## config.mk

```make
export PLATFORM = sky130hd
export DESIGN_NAME = reload_timer
export DESIGN_NICKNAME = d
export VERILOG_FILES = /design/src/reload_timer_pkg.sv /design/src/reload_timer.sv
export SDC_FILE = /design/constraint.sdc
export NUM_CORES = 1
export LEC_CHECK = 0
export BUFFER_PORTS_ARGS = -buffer_cell sky130_fd_sc_hd__buf_4
export CAP_MARGIN = 20
export CORE_MARGIN = 2
export CORE_UTILIZATION = 56
export CTS_CLUSTER_DIAMETER = 30
export DETAILED_ROUTE_END_ITERATION = 16
export PLACE_DENSITY = 0.85
export REMOVE_ABC_BUFFERS = 1
export SLEW_MARGIN = 20
export SYNTH_ARGS = -nofsm -noshare
export SYNTH_HDL_FRONTEND = slang
export SYNTH_SLANG_ARGS = --single-unit
```

## constraint.sdc

```tcl
create_clock -name CLK -period 2.8 [get_ports CLK]
set_input_delay 0.14 -clock CLK [delete_from_list [all_inputs] [get_ports CLK]]
set_output_delay 0.14 -clock CLK [all_outputs]
set_load 0.1 [all_outputs]
```

## src/reload_timer_pkg.sv

```systemverilog
// Purpose: constants, register map and types for the auto-reload pwm timer
// Assumes: AHB-Lite slave, 32-bit data, one register per aligned word
// Notes: register offsets are local choices; all numbers live here
package reload_timer_pkg;
  localparam int          CNT_W        = 12;
  localparam int          NUM_CH       = 4;
  localparam int          SLOW_DIV     = 32;
  localparam logic [4:0]  SLOW_LAST    = 5'h1F;
  localparam logic [11:0] CNT_MAX      = 12'hFFF;
  localparam logic [7:0]  RST_BYTE     = 8'h00;
  // word offsets
  localparam logic [7:0]  OFF_RLD_HI   = 8'h00;
  localparam logic [7:0]  OFF_RLD_LO   = 8'h04;
  localparam logic [7:0]  OFF_CAP_HI   = 8'h08;
  localparam logic [7:0]  OFF_CAP_LO   = 8'h0C;
  localparam logic [7:0]  OFF_OUT_EN   = 8'h10;
  localparam logic [7:0]  OFF_FAULT    = 8'h14;
  localparam logic [7:0]  OFF_CTRL     = 8'h18;
  localparam logic [7:0]  OFF_COUNT    = 8'h1C;
  localparam logic [7:0]  OFF_CH_CSR   = 8'h20;  // csr of channel n at +8*n
  localparam logic [7:0]  OFF_CH_DUTY  = 8'h24;  // duty of channel n at +8*n
  // field positions
  localparam int          CSR_FLAG_BIT = 0;
  localparam int          CSR_POL_BIT  = 1;
  localparam int          FAULT_BIT    = 5;
  localparam int          CTRL_SEL0    = 0;
  localparam int          CTRL_SEL1    = 1;
  localparam int          CTRL_OVERFLOW_IRQ_ENABLE   = 2;
  localparam logic [1:0]  HTRANS_NSEQ  = 2'h2;
  typedef enum logic [1:0] {PWR_RUN, PWR_SLOW, PWR_IDLE, PWR_STOP_TIMED} pwr_unused_t;
  typedef struct packed {
    logic        sel;
    logic        write;
    logic [7:0]  addr;
  } bus_req_t;
endpackage

```

## src/reload_timer.sv

```systemverilog
// Purpose: twelve-bit auto-reload timer with four pwm outputs and capture
// Assumes: all inputs synchronous to CLK; power state given as level inputs
// Notes: registers are reached over AHB-Lite, zero wait states for writes, one wait state for reads
//
// Our own choices: the AHB-Lite interface to the registers and the placing of the registers.
`timescale 1ns/1ps
`default_nettype none
module reload_timer
  import reload_timer_pkg::*;
(
  input  wire logic        CLK,
  input  wire logic        RST_N,
  input  wire logic        HSEL,
  input  wire logic [31:0] HADDR,
  input  wire logic [1:0]  HTRANS,
  input  wire logic        HWRITE,
  input  wire logic [2:0]  HSIZE,
  input  wire logic [31:0] HWDATA,
  input  wire logic        HREADY,
  output logic      [31:0] HRDATA,
  output logic             HREADYOUT,
  output logic             HRESP,
  input  wire logic        SLOW_MODE,
  input  wire logic        IDLE_MODE,
  input  wire logic        STOP_MODE,
  input  wire logic        TIMED_STOP_MODE,
  input  wire logic        CAPTURE_INPUT,
  input  wire logic        FAULT_STOP_N,
  output logic      [3:0]  PWM_OUT,
  output logic      [3:0]  PWM_OUT_EN
);
  typedef enum {PH_IDLE, PH_DATA} phase_t;
  phase_t      phase_reg;
  bus_req_t    req_reg;
  logic [11:0] reload_value_reg;
  logic [11:0] up_count_reg;
  logic [11:0] captured_count_reg;
  logic [3:0]  out_en_reg;
  logic [3:0]  channel_polarity_reg;
  logic [3:0]  duty_match_flag_reg;
  logic [11:0] duty_cycle_value_reg [NUM_CH];
  logic [2:0]  ctrl_reg;
  logic        fault_reg;
  logic [4:0]  slow_cnt_reg;
  logic        cap_in_reg;
  logic [3:0]  pwm_raw_reg;
  logic [31:0] rdata_next;

  // address phase decode; data phase acts on the stored request
  wire         addr_take = HSEL && HREADY && HTRANS == HTRANS_NSEQ;
  wire         wr_go     = phase_reg == PH_DATA && req_reg.sel && req_reg.write;
  wire         rd_go     = phase_reg == PH_DATA && req_reg.sel && !req_reg.write;
  wire [7:0]   wa        = req_reg.addr;
  wire         ch_area   = wa >= OFF_CH_CSR && wa < OFF_CH_CSR + 8'h20;
  wire [1:0]   ch_idx    = 2'((wa - OFF_CH_CSR) >> 3);
  wire         ch_is_dut = wa[2];

  // timer tick: divided by thirty-two in slow state; idle has no effect
  wire         timed_run = ctrl_reg[CTRL_SEL0] && !ctrl_reg[CTRL_SEL1] && ctrl_reg[CTRL_OVERFLOW_IRQ_ENABLE];
  wire         halted    = STOP_MODE || (TIMED_STOP_MODE && !timed_run);
  wire         tick      = !halted && (!SLOW_MODE || slow_cnt_reg == SLOW_LAST);
  wire         overflow  = tick && up_count_reg == CNT_MAX;
  wire         cap_edge  = CAPTURE_INPUT && !cap_in_reg;

  // read mux; unmapped words read zero
  always_comb begin
    rdata_next = 32'h0000_0000;
    if (ch_area) begin
      if (ch_is_dut)
        rdata_next = {20'h0_0000, duty_cycle_value_reg[ch_idx]};
      else
        rdata_next = {30'h0000_0000, channel_polarity_reg[ch_idx], duty_match_flag_reg[ch_idx]};
    end else begin
      case (wa)
        OFF_RLD_HI: rdata_next = {28'h000_0000, reload_value_reg[11:8]};
        OFF_RLD_LO: rdata_next = {24'h00_0000, reload_value_reg[7:0]};
        OFF_CAP_HI: rdata_next = {28'h000_0000, captured_count_reg[11:8]};
        OFF_CAP_LO: rdata_next = {24'h00_0000, captured_count_reg[7:0]};
        OFF_OUT_EN: rdata_next = {28'h000_0000, out_en_reg};
        OFF_FAULT:  rdata_next = {26'h000_0000, fault_reg, 5'h00};
        OFF_CTRL:   rdata_next = {29'h0000_0000, ctrl_reg};
        OFF_COUNT:  rdata_next = {20'h0_0000, up_count_reg};
        default:    rdata_next = 32'h0000_0000;
      endcase
    end
  end

  // bus phase tracking and read data register
  always_ff @(posedge CLK) begin
    if (!RST_N) begin
      phase_reg <= PH_IDLE;
      req_reg   <= '0;
      HRDATA    <= 32'h0000_0000;
    end else begin
      if (rd_go)
        HRDATA <= rdata_next;
      if (HREADY) begin
        phase_reg <= addr_take ? PH_DATA : PH_IDLE;
        req_reg   <= '{sel: addr_take, write: HWRITE, addr: HADDR[7:0]};
      end
    end
  end

  // read data is registered, so the data phase takes one wait state
  always_ff @(posedge CLK) begin
    if (!RST_N)
      HREADYOUT <= 1'b1;
    else
      HREADYOUT <= !(addr_take && !HWRITE && HREADYOUT);
  end

  always_ff @(posedge CLK) begin
    HRESP <= 1'b0;
  end

  // software registers
  always_ff @(posedge CLK) begin
    if (!RST_N) begin
      reload_value_reg <= {4'h0, RST_BYTE};
      out_en_reg       <= 4'h0;
      ctrl_reg         <= 3'h0;
    end else if (wr_go) begin
      if (wa == OFF_RLD_HI)
        reload_value_reg[11:8] <= HWDATA[3:0];
      if (wa == OFF_RLD_LO)
        reload_value_reg[7:0] <= HWDATA[7:0];
      if (wa == OFF_OUT_EN)
        out_en_reg <= HWDATA[3:0];
      if (wa == OFF_CTRL)
        ctrl_reg <= HWDATA[2:0];
    end
  end

  // fault-stop: pin low sets, software may write either way; pin wins
  always_ff @(posedge CLK) begin
    if (!RST_N)
      fault_reg <= 1'b0;
    else if (!FAULT_STOP_N)
      fault_reg <= 1'b1;
    else if (wr_go && wa == OFF_FAULT)
      fault_reg <= HWDATA[FAULT_BIT];
  end

  // slow-state prescaler
  always_ff @(posedge CLK) begin
    if (!RST_N)
      slow_cnt_reg <= 5'h00;
    else if (!halted && SLOW_MODE)
      slow_cnt_reg <= slow_cnt_reg + 5'h01;
    else
      slow_cnt_reg <= 5'h00;
  end

  // upcounter with reload on overflow
  always_ff @(posedge CLK) begin
    if (!RST_N)
      up_count_reg <= 12'h000;
    else if (overflow)
      up_count_reg <= reload_value_reg;
    else if (tick)
      up_count_reg <= up_count_reg + 12'h001;
  end

  // capture the count on a rising capture input
  always_ff @(posedge CLK) begin
    if (!RST_N) begin
      cap_in_reg         <= 1'b0;
      captured_count_reg <= 12'h000;
    end else begin
      cap_in_reg <= CAPTURE_INPUT;
      if (cap_edge)
        captured_count_reg <= up_count_reg;
    end
  end

  // per-channel logic
  genvar g;
  generate
    for (g = 0; g < NUM_CH; g++) begin : gen_ch
      wire ch_sel   = ch_area && ch_idx == 2'(g);
      wire match    = tick && up_count_reg == duty_cycle_value_reg[g];
      wire csr_read = rd_go && ch_sel && !ch_is_dut;
      always_ff @(posedge CLK) begin
        if (!RST_N) begin
          channel_polarity_reg[g] <= 1'b0;
          duty_cycle_value_reg[g] <= 12'h000;
          duty_match_flag_reg[g]  <= 1'b0;
          pwm_raw_reg[g]          <= 1'b0;
        end else begin
          if (wr_go && ch_sel && !ch_is_dut)
            channel_polarity_reg[g] <= HWDATA[CSR_POL_BIT];
          if (wr_go && ch_sel && ch_is_dut)
            duty_cycle_value_reg[g] <= HWDATA[11:0];
          // a match in the read cycle wins over the clear
          if (match)
            duty_match_flag_reg[g] <= 1'b1;
          else if (csr_read)
            duty_match_flag_reg[g] <= 1'b0;
          if (overflow)
            pwm_raw_reg[g] <= 1'b1;
          else if (match)
            pwm_raw_reg[g] <= 1'b0;
        end
      end
      // pin drive and enable registered straight from state
      always_ff @(posedge CLK) begin
        if (!RST_N) begin
          PWM_OUT[g]    <= 1'b0;
          PWM_OUT_EN[g] <= 1'b0;
        end else begin
          PWM_OUT[g]    <= pwm_raw_reg[g] ^ channel_polarity_reg[g];
          PWM_OUT_EN[g] <= out_en_reg[g];
        end
      end
    end
  endgenerate

  // assertions
  a_reload_on_ovf: assert property (@(posedge CLK) disable iff (!RST_N)
    overflow |=> up_count_reg == $past(reload_value_reg))
    else $error("counter not reloaded on overflow");
  a_halt_in_stop: assert property (@(posedge CLK) disable iff (!RST_N)
    STOP_MODE |=> up_count_reg == $past(up_count_reg))
    else $error("counter moved in stop state");
  a_slow_divide: assert property (@(posedge CLK) disable iff (!RST_N)
    (SLOW_MODE && !halted && slow_cnt_reg != SLOW_LAST && !overflow) |=> $stable(up_count_reg))
    else $error("counter moved between slow ticks");
  a_fault_sets: assert property (@(posedge CLK) disable iff (!RST_N)
    !FAULT_STOP_N |=> fault_reg)
    else $error("fault bit not set by low pin");
  a_reload_hi_read: assert property (@(posedge CLK) disable iff (!RST_N)
    (rd_go && wa == OFF_RLD_HI) |=> HRDATA[31:4] == 28'h000_0000)
    else $error("reload high upper bits not zero");
  a_flag_on_match: assert property (@(posedge CLK) disable iff (!RST_N)
    (tick && up_count_reg == duty_cycle_value_reg[0]) |=> duty_match_flag_reg[0])
    else $error("compare flag not set on match");
  a_pwm_high_ovf: assert property (@(posedge CLK) disable iff (!RST_N)
    overflow |=> pwm_raw_reg[1] ##1 PWM_OUT[1] == !channel_polarity_reg[1])
    else $error("pwm not high after overflow");
  a_oe_follows: assert property (@(posedge CLK) disable iff (!RST_N)
    ##1 PWM_OUT_EN == $past(out_en_reg))
    else $error("output enable mismatch");
  a_capture_take: assert property (@(posedge CLK) disable iff (!RST_N)
    cap_edge |=> captured_count_reg == $past(up_count_reg))
    else $error("capture missed");
endmodule // reload_timer
`default_nettype wire

```

## Word level (Yosys, flattened, before mapping)

Memory sizes are Yosys's and may differ from the RTL's.
Cells that the tools add are included.

- Flip-flop bits (word level): 145
- Memory bits (writable): 48
- Input bits: 80
- Output and inout port bits: 42
- Logic and storage cells: 185
- Memories kept: 1

Memory list:

| name | depth | width | read ports | clocked after Yosys merged registers in | write ports | line | source |
|---|---|---|---|---|---|---|---|
| duty_cycle_value_reg | 4 | 12 | 5 | 0 | 4 | reload_timer.sv:41 | `logic [11:0] duty_cycle_value_reg [NUM_CH];` |

- $add $sub $neg: 3
- $lt $le $gt $ge: 3
- Equal/unequal tests: 19
- Mux-type cells: 45
- Bitwise logic cells: 8
- Reductions and logical operators: 71

Operators by type and width:

| kind | number |
|---|---|
| $pmux 12 s8 | 1 |
| $mux 12 | 7 |
| $eq 12x12->1 | 4 |
| $logic_and 1x1->1 | 44 |
| $mux 1 | 34 |
| $eq 32x2->1 const B | 1 |
| $eq 8x5->1 const B | 4 |
| $mux 32 | 1 |
| $reduce_bool 2->1 | 9 |
| $eq 8x4->1 const B | 2 |
| $add 12x1->12 const B | 1 |
| $eq 12x12->1 const B | 1 |
| $reduce_and 2->1 | 5 |
| $logic_not 1->1 | 9 |
| $eq 8x3->1 const B | 1 |
| $ge 8x6->1 const B | 1 |
| $logic_not 8->1 | 1 |
| $lt 8x7->1 const B | 1 |
| $eq 2x2->1 const B | 3 |
| $add 5x1->5 const B | 1 |
| $eq 5x5->1 const B | 1 |
| $sub 5x1->5 const B | 1 |
| $bmux 1 s2 | 2 |
| $or 1x1->1 | 4 |
| 6 further kinds | 10 |

## Logic depth before layout (Yosys ltp)

Gate-level depths: netlist of the first run.

- Depth after elaboration: 11
- Mapped depth: 8
- Gate-level depth less buffers: 7

## Least setup slack after synthesis of the first run

OpenSTA, ideal clock, no wires.

- Path kind: register to register
- From: register req_reg (netlist bit wa[2])
- To: memory duty_cycle_value_reg[3][0], enable pin
- Library setup time: 398 ps
- Data arrival time: 1908 ps
- Data required time: 2402 ps
- Slack: 495 ps
- Cell stages (with the launch flop): 6
- Buffers on the path: 3
- Clock period less this slack: 2305 ps
- Cells stage by stage: dfxtp_1 > buf_2 > buf_2 > buf_2 > nand3_1 > o21ai_0

RTL lines:

| what | line | source |
|---|---|---|
| start: declaration | reload_timer.sv:34 | `bus_req_t req_reg;` |
| start signal: assignment | reload_timer.sv:99 | `req_reg <= '{sel: addr_take, write: HWRITE, addr: HADDR[7:0]};` |
| end: declaration | reload_timer.sv:41 |  |

==> flow_summary_export.csv, run 1 <==
group,metric,value,unit
power,share_seq_of_total_power,0.435,
layout,ratio_of_cells_with_drive_above_1_in_the_final_layout,0.193,
synth,synth-seq-cells,143,
synth,synth_top_cells_by_area,"dfxtp_1 (26%), edfxtp_1 (20%), mux4_2 (5.6%)",
power,total_switching_power,1250,uW
sta,fin_crit_share,0.828,
synth,synth-edff-count,48,
worst_hold_path,timing.hold.worst.class,"in2reg",
floorplanning,die_width,117,um
floorplanning,floorplan.core_area,0.0126,mm2
floorplanning,top_level_ports,122,
clock_tree,cts_setup_buffers,0,
sta,timing.max_slew.rel_slack,0.394,
global_routing,grt.met1_usage,0.330,
placement,place_ws,0.639,ns
critical_path,worstSetupPathType,"reg2reg",
placement,place.port_buffers,52,
sta,worst_clock_skew,0.00965,ns
floorplanning,dieArea,0.0138,mm2
sta,timing_max_transition_violations_final,0,
synth,library_cells_used_by_synthesis,65,
routing,first_iter_violations,445,
routing,ant_nets,0,
synth,synth_area,0.00720,mm2
sta,final.min_clock_period,2.32,ns
critical_path,end_kind,"flop",
synth,synth_warnings,0,
sta,fin_tns_setup,0,ns
routing,vias_per_cell,6.02,
synth,async_reset_ff_frac,0,
synth,netlist.top_cell.by_area,"dfxtp_1",
clock_tree,tritoncts_num_sinks,143,
global_routing,grt_pass1_vias,5666,
sta,setup_ws,0.481,ns
power,comb_power_frac,0.093,
routing,remaining_drc_errors,0,
sta,final_hold_viol_count,0,
power,worst_ir_drop_vdd,0.000405,V
floorplanning,start_util,0.573,
clock_tree,insertion_delay_to_the_later_sink_of_the_worst_skew_pair,0.43,ns
clock_tree,clkSlewWorstSetupHoldPaths,0.06,ns
clock_tree,clock_tree_from_tritoncts,"done",
run_status,run_status,"finished, final reports clean",
layout,diodes,0,
routing,via_count,5539,
power,powerDensity,613,mW/mm2
clock_tree,cts-htree-levels,4,
clock_tree,clock_tree.root_cell,"clkbuf_16",
global_routing,top_usage_layer,"met2",
synth,ys_seq_area_frac,0.464,
sta,setup-violations-final,0,
power,internal-power,3890,uW
synth,yosys_most_used_dff,"dfxtp_1",
critical_path,critPathMaxFanout,12,
layout,area_growth,16.4,%
placement,dp_hpwl,12900,um
power,leakagePower,0.00344,uW
power,share_of_total_power_in_the_clock_network,0.472,
routing,totalWireLength,18700,um
global_routing,grt_antenna_before_repair,0,
sta,worst-slew-pin-transition,0.908,ns
global_routing,largest_net_degree_at_the_start_of_global_routing,36,
run,maxCapViolCount,0,
layout,area_of_combinational_cells_with_multiple_inputs,0.00348,mm2
sta,setup_repair_after_global_routing_missed_its_margin,"false",
synth,synth_area_per_inst,10.6,um2
placement,final_replace_weighted_congestion,0.928,
layout,seq_area,0.00334,mm2
clock_tree,cts_made_buffers,17,
routing,routed_length_per_instance,20.3,um
global_routing,grt_first_pass_wirelength,29600,um
global_routing,gr-total-overflow,0,
floorplanning,fp-row-count,41,
clock_tree,post_cts_resized,0,
critical_path,worst_setup_path_start_kind,"flop",
routing,drt_first_pass_iters,5,
clock_tree,cts_hold_buffers,12,
layout,flip_flop_count_of_the_largest_register_all_copies_and_words_added,48,
critical_path,worst_ep_arrival_time,2.44,ns
layout,fill_cells,923,
clock_tree,clock_tree.buffer_depth,2,
global_routing,gr-usage-all-layers,0.277,
floorplanning,die_y,117,um
synth,post-synth-top-area-fraction,0.264,
synth,synth_cells,681,
power,sw_frac_of_total,0.243,
sta,achievable-frequency,431,MHz
layout,finalNetCount,818,
critical_path,crit_required,2.92,ns
global_routing,global_route.usage.met3,0.0778,
global_routing,globalRouteMet2Util,0.451,
## path summary, 6_finish.rpt
| path | startpoint | end | slack, ns | cells after the start |
|---|---|---|---|---|
| hold / removal | HWDATA[9] | duty_cycle_value_reg[1][9]$_SDFFCE_PN0P_ | 0.007 | 2 |
| setup / recovery | wa[5]$_SDFFE_PN0P_ | duty_cycle_value_reg[0][2]$_SDFFCE_PN0P_ | 0.48 | 4 |
| hold reg to reg | slow_cnt_reg[0]$_SDFF_PN0_ | slow_cnt_reg[0]$_SDFF_PN0_ | 0.46 | 1 |
| setup reg to reg | wa[5]$_SDFFE_PN0P_ | duty_cycle_value_reg[0][2]$_SDFFCE_PN0P_ | 0.48 | 4 |
## layout by cell type (no fill, tap or decap), drive strengths merged, types with 3 or more instances in the layout
cell type,synthesis,routed
a32oi,6,6
ha,3,3
nand4,17,17
clkinv,0,7
a22oi,4,4
o21ai,22,22
nor2b,3,3
nor2,43,43
a2bb2oi,4,4
bufinv,0,5
nand3,17,17
mux4,18,18
nand2b,4,4
dlygate4sd3,0,12
conb,1,21
xor2,25,25
xnor2,29,29
clkbuf,21,19
o22ai,4,4
nor4,11,11
a31oi,9,9
dfxtp,95,95
and3,4,4
a21oi,39,39
edfxtp,48,48
o211ai,3,3
mux2,5,5
nor3,4,4
nand3b,3,3
mux2i,37,37
inv,10,10
nand2,56,56
or3,3,3
buf,51,75
nand4b,4,4
and2,50,50
## cell families after synthesis
family | count (synthesis) | share of synthesized area
compound gates | 111 | 0.100
mux | 60 | 0.116
xor+xnor | 54 | 0.0657
fa+ha+maj | 3 | 0.00521
buf+inv | 82 | 0.0632
other cells | 1 | 0.000521
flops | 143 | 0.464
simple gates | 227 | 0.186
## worst max-delay path, cell delays in order, from the launching register on
cell	delay [ns]
dfxtp_1	0.42
nor3b_2	0.62
nand2_1	0.28
o21ai_0	0.37
buf_4	0.31
## synthesized netlist by cell type (14+ instances only)
library cell / instances
edfxtp_1: 48
buf_4: 26
and2_1: 50
nand3_1: 17
buf_2: 19
nand2_1: 56
nor2_1: 43
dfxtp_1: 95
clkbuf_1: 18
xor2_1: 25
mux4_2: 18
nand4_1: 14
o21ai_0: 22
a21oi_1: 39
xnor2_1: 29
mux2i_1: 37
## power groups by stage
stage	combinational (uW)	sequential (uW)	clock, uW
2_1_floorplan	267	2310	0
3_3_place_gp	448	2270	0
3_5_place_dp	454	2280	0
4_1_cts	471	2230	2430
5_1_grt	498	2240	2520
6_report	477	2230	2430
## through the flow
step | std cells | utilization | power (uW) | instance area, um2 | hold WS (ns)
global route | 920 | 0.667 | 5260 | 8380 | 0.0136
CTS | 920 | 0.667 | 5140 | 8380 | 0.00219
floorplan | 629 | - | 2580 | 6860 | 0.232
detailed placement | 876 | 0.608 | 2730 | 7640 | 0.325
finish | 920 | 0.667 | 5140 | 8380 | 0.00686
global placement | 876 | 0.608 | 2720 | 7640 | 0.323
## area by class of cell
class / count / area share
clock buffer: 19 / 0.0516
tap: 172 / 0.0257
timing repair buffer: 87 / 0.0815
multi-input combinational: 476 / 0.415
inverter: 10 / 0.00448
sequential: 143 / 0.399
clock inverter: 13 / 0.0231
## layer usage
metal  up-vias  wire length [um]  part of all wire
met5         -                 0                 0
met4         0               812             0.043
met3        78              1580             0.085
met2       307              9140              0.49
met1      2645              7130              0.38
li1       2509                 -                 -
(Power assumes the default switching activity.)
==> inputs of run 2 (changes only) <==
==> constraint.sdc (replaced) <==
create_clock -name CLK -period 2.4 [get_ports CLK]
set_input_delay 0.12 -clock CLK [delete_from_list [all_inputs] [get_ports CLK]]
set_output_delay 0.12 -clock CLK [all_outputs]
set_load 0.1 [all_outputs]
==> run 2 against run 1 <==
  * Hold slack gained 0.011 ns
  * Final area grew 1.1%
  * Critical path type unchanged
  * Final cell count grew 2.2%
  * Clock power is essentially flat
  * Combinational power grew 21%
  * Critical endpoint is now pwm_raw_reg[0]$_SDFFE_PN0P_
  * Utilization grew 0.76 points
  * Non-clock buffer count grew 20
  * Sequential share of layout area shrank 0.45 points
  * Global-route usage grew 0.91 points
  * Count of clock-buffer cells in the layout grew 6
  * First-iteration DRC count grew 35%
==> flow_summary_export.csv, run 2 (synthesized netlist as in run 1, its figures left out) <==
group,metric,value,unit
clock_tree,clkSlewWorstSetupHoldPaths,0.06,ns
clock_tree,clock_tree.buffer_depth,2,
critical_path,worst_ep_arrival_time,2.59,ns
worst_hold_path,worstHoldStart,"HWDATA[0]",
routing,via_count,5565,
power,power.total,5650,uW
run_status,run_status,"finished, final reports clean",
floorplanning,fp-row-count,41,
layout,ratio_of_cells_with_drive_above_1_in_the_final_layout,0.201,
layout,layout.cells.most_common_list,"dfxtp_1 (95), buf_4 (86), nand2_1 (56)",
critical_path,worstReg2RegStart,"slow_cnt_reg[0]$_SDFF_PN0_",
floorplanning,top_level_ports,122,
routing,ant_nets,0,
global_routing,grt_first_pass_wirelength,30400,um
global_routing,grt_antenna_before_repair,0,
floorplanning,die_width,117,um
sta,timing.max_slew.rel_slack,0.344,
sta,final.min_clock_period,2.26,ns
power,powerDensity,666,mW/mm2
clock_tree,cts-htree-levels,4,
sta,timing_max_transition_violations_final,0,
global_routing,grt_pass1_vias,5750,
layout,fill_cells,942,
sta,worst_clock_skew,0.00774,ns
placement,place.port_buffers,52,
floorplanning,die_y,117,um
sta,fin_crit_share,0.944,
placement,final_replace_weighted_congestion,0.941,
sta,worst-slew-pin-transition,0.982,ns
critical_path,worstSetupPathType,"reg2reg",
layout,finalNetCount,838,
run,maxCapViolCount,0,
clock_tree,cts_made_buffers,17,
clock_tree,clock_tree.root_cell,"clkbuf_16",
sta,fin_tns_setup,0,ns
critical_path,end_kind,"flop",
global_routing,gr-total-overflow,0,
critical_path,critPathMaxFanout,5,
clock_tree,clock_tree_from_tritoncts,"done",
floorplanning,start_util,0.573,
layout,layout_commonest_cell,"dfxtp_1",
worst_hold_path,timing.hold.worst.class,"in2reg",
routing,routed_length_per_instance,20.4,um
routing,first_iter_violations,600,
critical_path,crit_required,2.72,ns
layout,area_growth,17.7,%
routing,totalWireLength,19200,um
routing,remaining_drc_errors,0,
clock_tree,tritoncts_num_sinks,143,
routing,drt_first_pass_iters,5,
sta,final_hold_viol_count,0,
global_routing,gr-usage-all-layers,0.286,
critical_path,critPathLaunch,"slow_cnt_reg[0]$_SDFF_PN0_",
sta,achievable-frequency,442,MHz
floorplanning,dieArea,0.0138,mm2
layout,flip_flop_count_of_the_largest_register_all_copies_and_words_added,48,
power,leakagePower,0.00351,uW
power,worst_ir_drop_vdd,0.000468,V
layout,diodes,0,
global_routing,largest_net_degree_at_the_start_of_global_routing,31,
sta,setup_repair_after_global_routing_missed_its_margin,"false",
routing,vias_per_cell,5.92,
sta,setup-violations-final,0,
critical_path,worst_setup_path_start_kind,"flop",
placement,dp_hpwl,13300,um
clock_tree,insertion_delay_to_the_later_sink_of_the_worst_skew_pair,0.43,ns
floorplanning,floorplan.core_area,0.0126,mm2
[run 2: area by class of cell]
class | instances | area, um2 | area share
Tap cell | 172 | 215 | 0.0254
Multi-Input combinational cell | 476 | 3490 | 0.411
Clock buffer | 25 | 479 | 0.0565
Clock inverter | 7 | 61.3 | 0.00723
Timing Repair Buffer | 107 | 856 | 0.101
Inverter | 10 | 37.5 | 0.00443
Sequential cell | 143 | 3340 | 0.394
[run 2: routing by layer]
| metal | GRT usage | vias up | share of wire |
|---|---|---|---|
| met5 | 0 | - | 0 |
| met4 | 0.136 | 0 | 0.031 |
| met3 | 0.0691 | 53 | 0.085 |
| met2 | 0.476 | 270 | 0.50 |
| met1 | 0.351 | 2697 | 0.39 |
| li1 | - | 2545 | - |
[run 2: stage by stage]
step,std cells,setup slack [ns],hold slack [ns],instance area [um2],util
6_report,940,0.135,0.0177,8480,0.675
5_1_grt,940,0.0758,0.0310,8480,0.675
4_1_cts,939,0.183,0.00320,8460,0.673
3_5_place_dp,887,0.223,0.314,7720,0.614
3_3_place_gp,887,0.298,0.301,7720,0.614
2_1_floorplan,629,0.0300,0.212,6860,-
[run 2: worst max-delay path: stages (launching register included)]
cell and delay (ns):
dfxtp_1 0.35, ha_1 0.19, and3_1 0.15, ha_1 0.13, nor2b_1 0.09, a211oi_2 0.58
nand4_1 0.33, a31o_2 0.33
[run 2: final timing paths]
check / cells past startpoint / to / slack, ns
min reg2reg: 1 / slow_cnt_reg[0]$_SDFF_PN0_ / 0.45
max: 7 / pwm_raw_reg[0]$_SDFFE_PN0P_ / 0.14
max reg2reg: 7 / pwm_raw_reg[0]$_SDFFE_PN0P_ / 0.14
min: 3 / reload_value_reg[8]$_SDFFE_PN0P_ / 0.02
[run 2: repair_timing]
item | CTS | global route
setup endpoints to repair | 0 | 1
hold buffers | 20 | 1
resized for setup | 0 | 1
hold endpoints to repair | 29 | 2
setup buffers | 0 | 0
[run 2: report_power, final]
group,internal (uW),leakage (uW),switching [uW]
registers,2550,0.00127,62.1
logic,178,0.00197,400
clock network,1480,0.000273,976
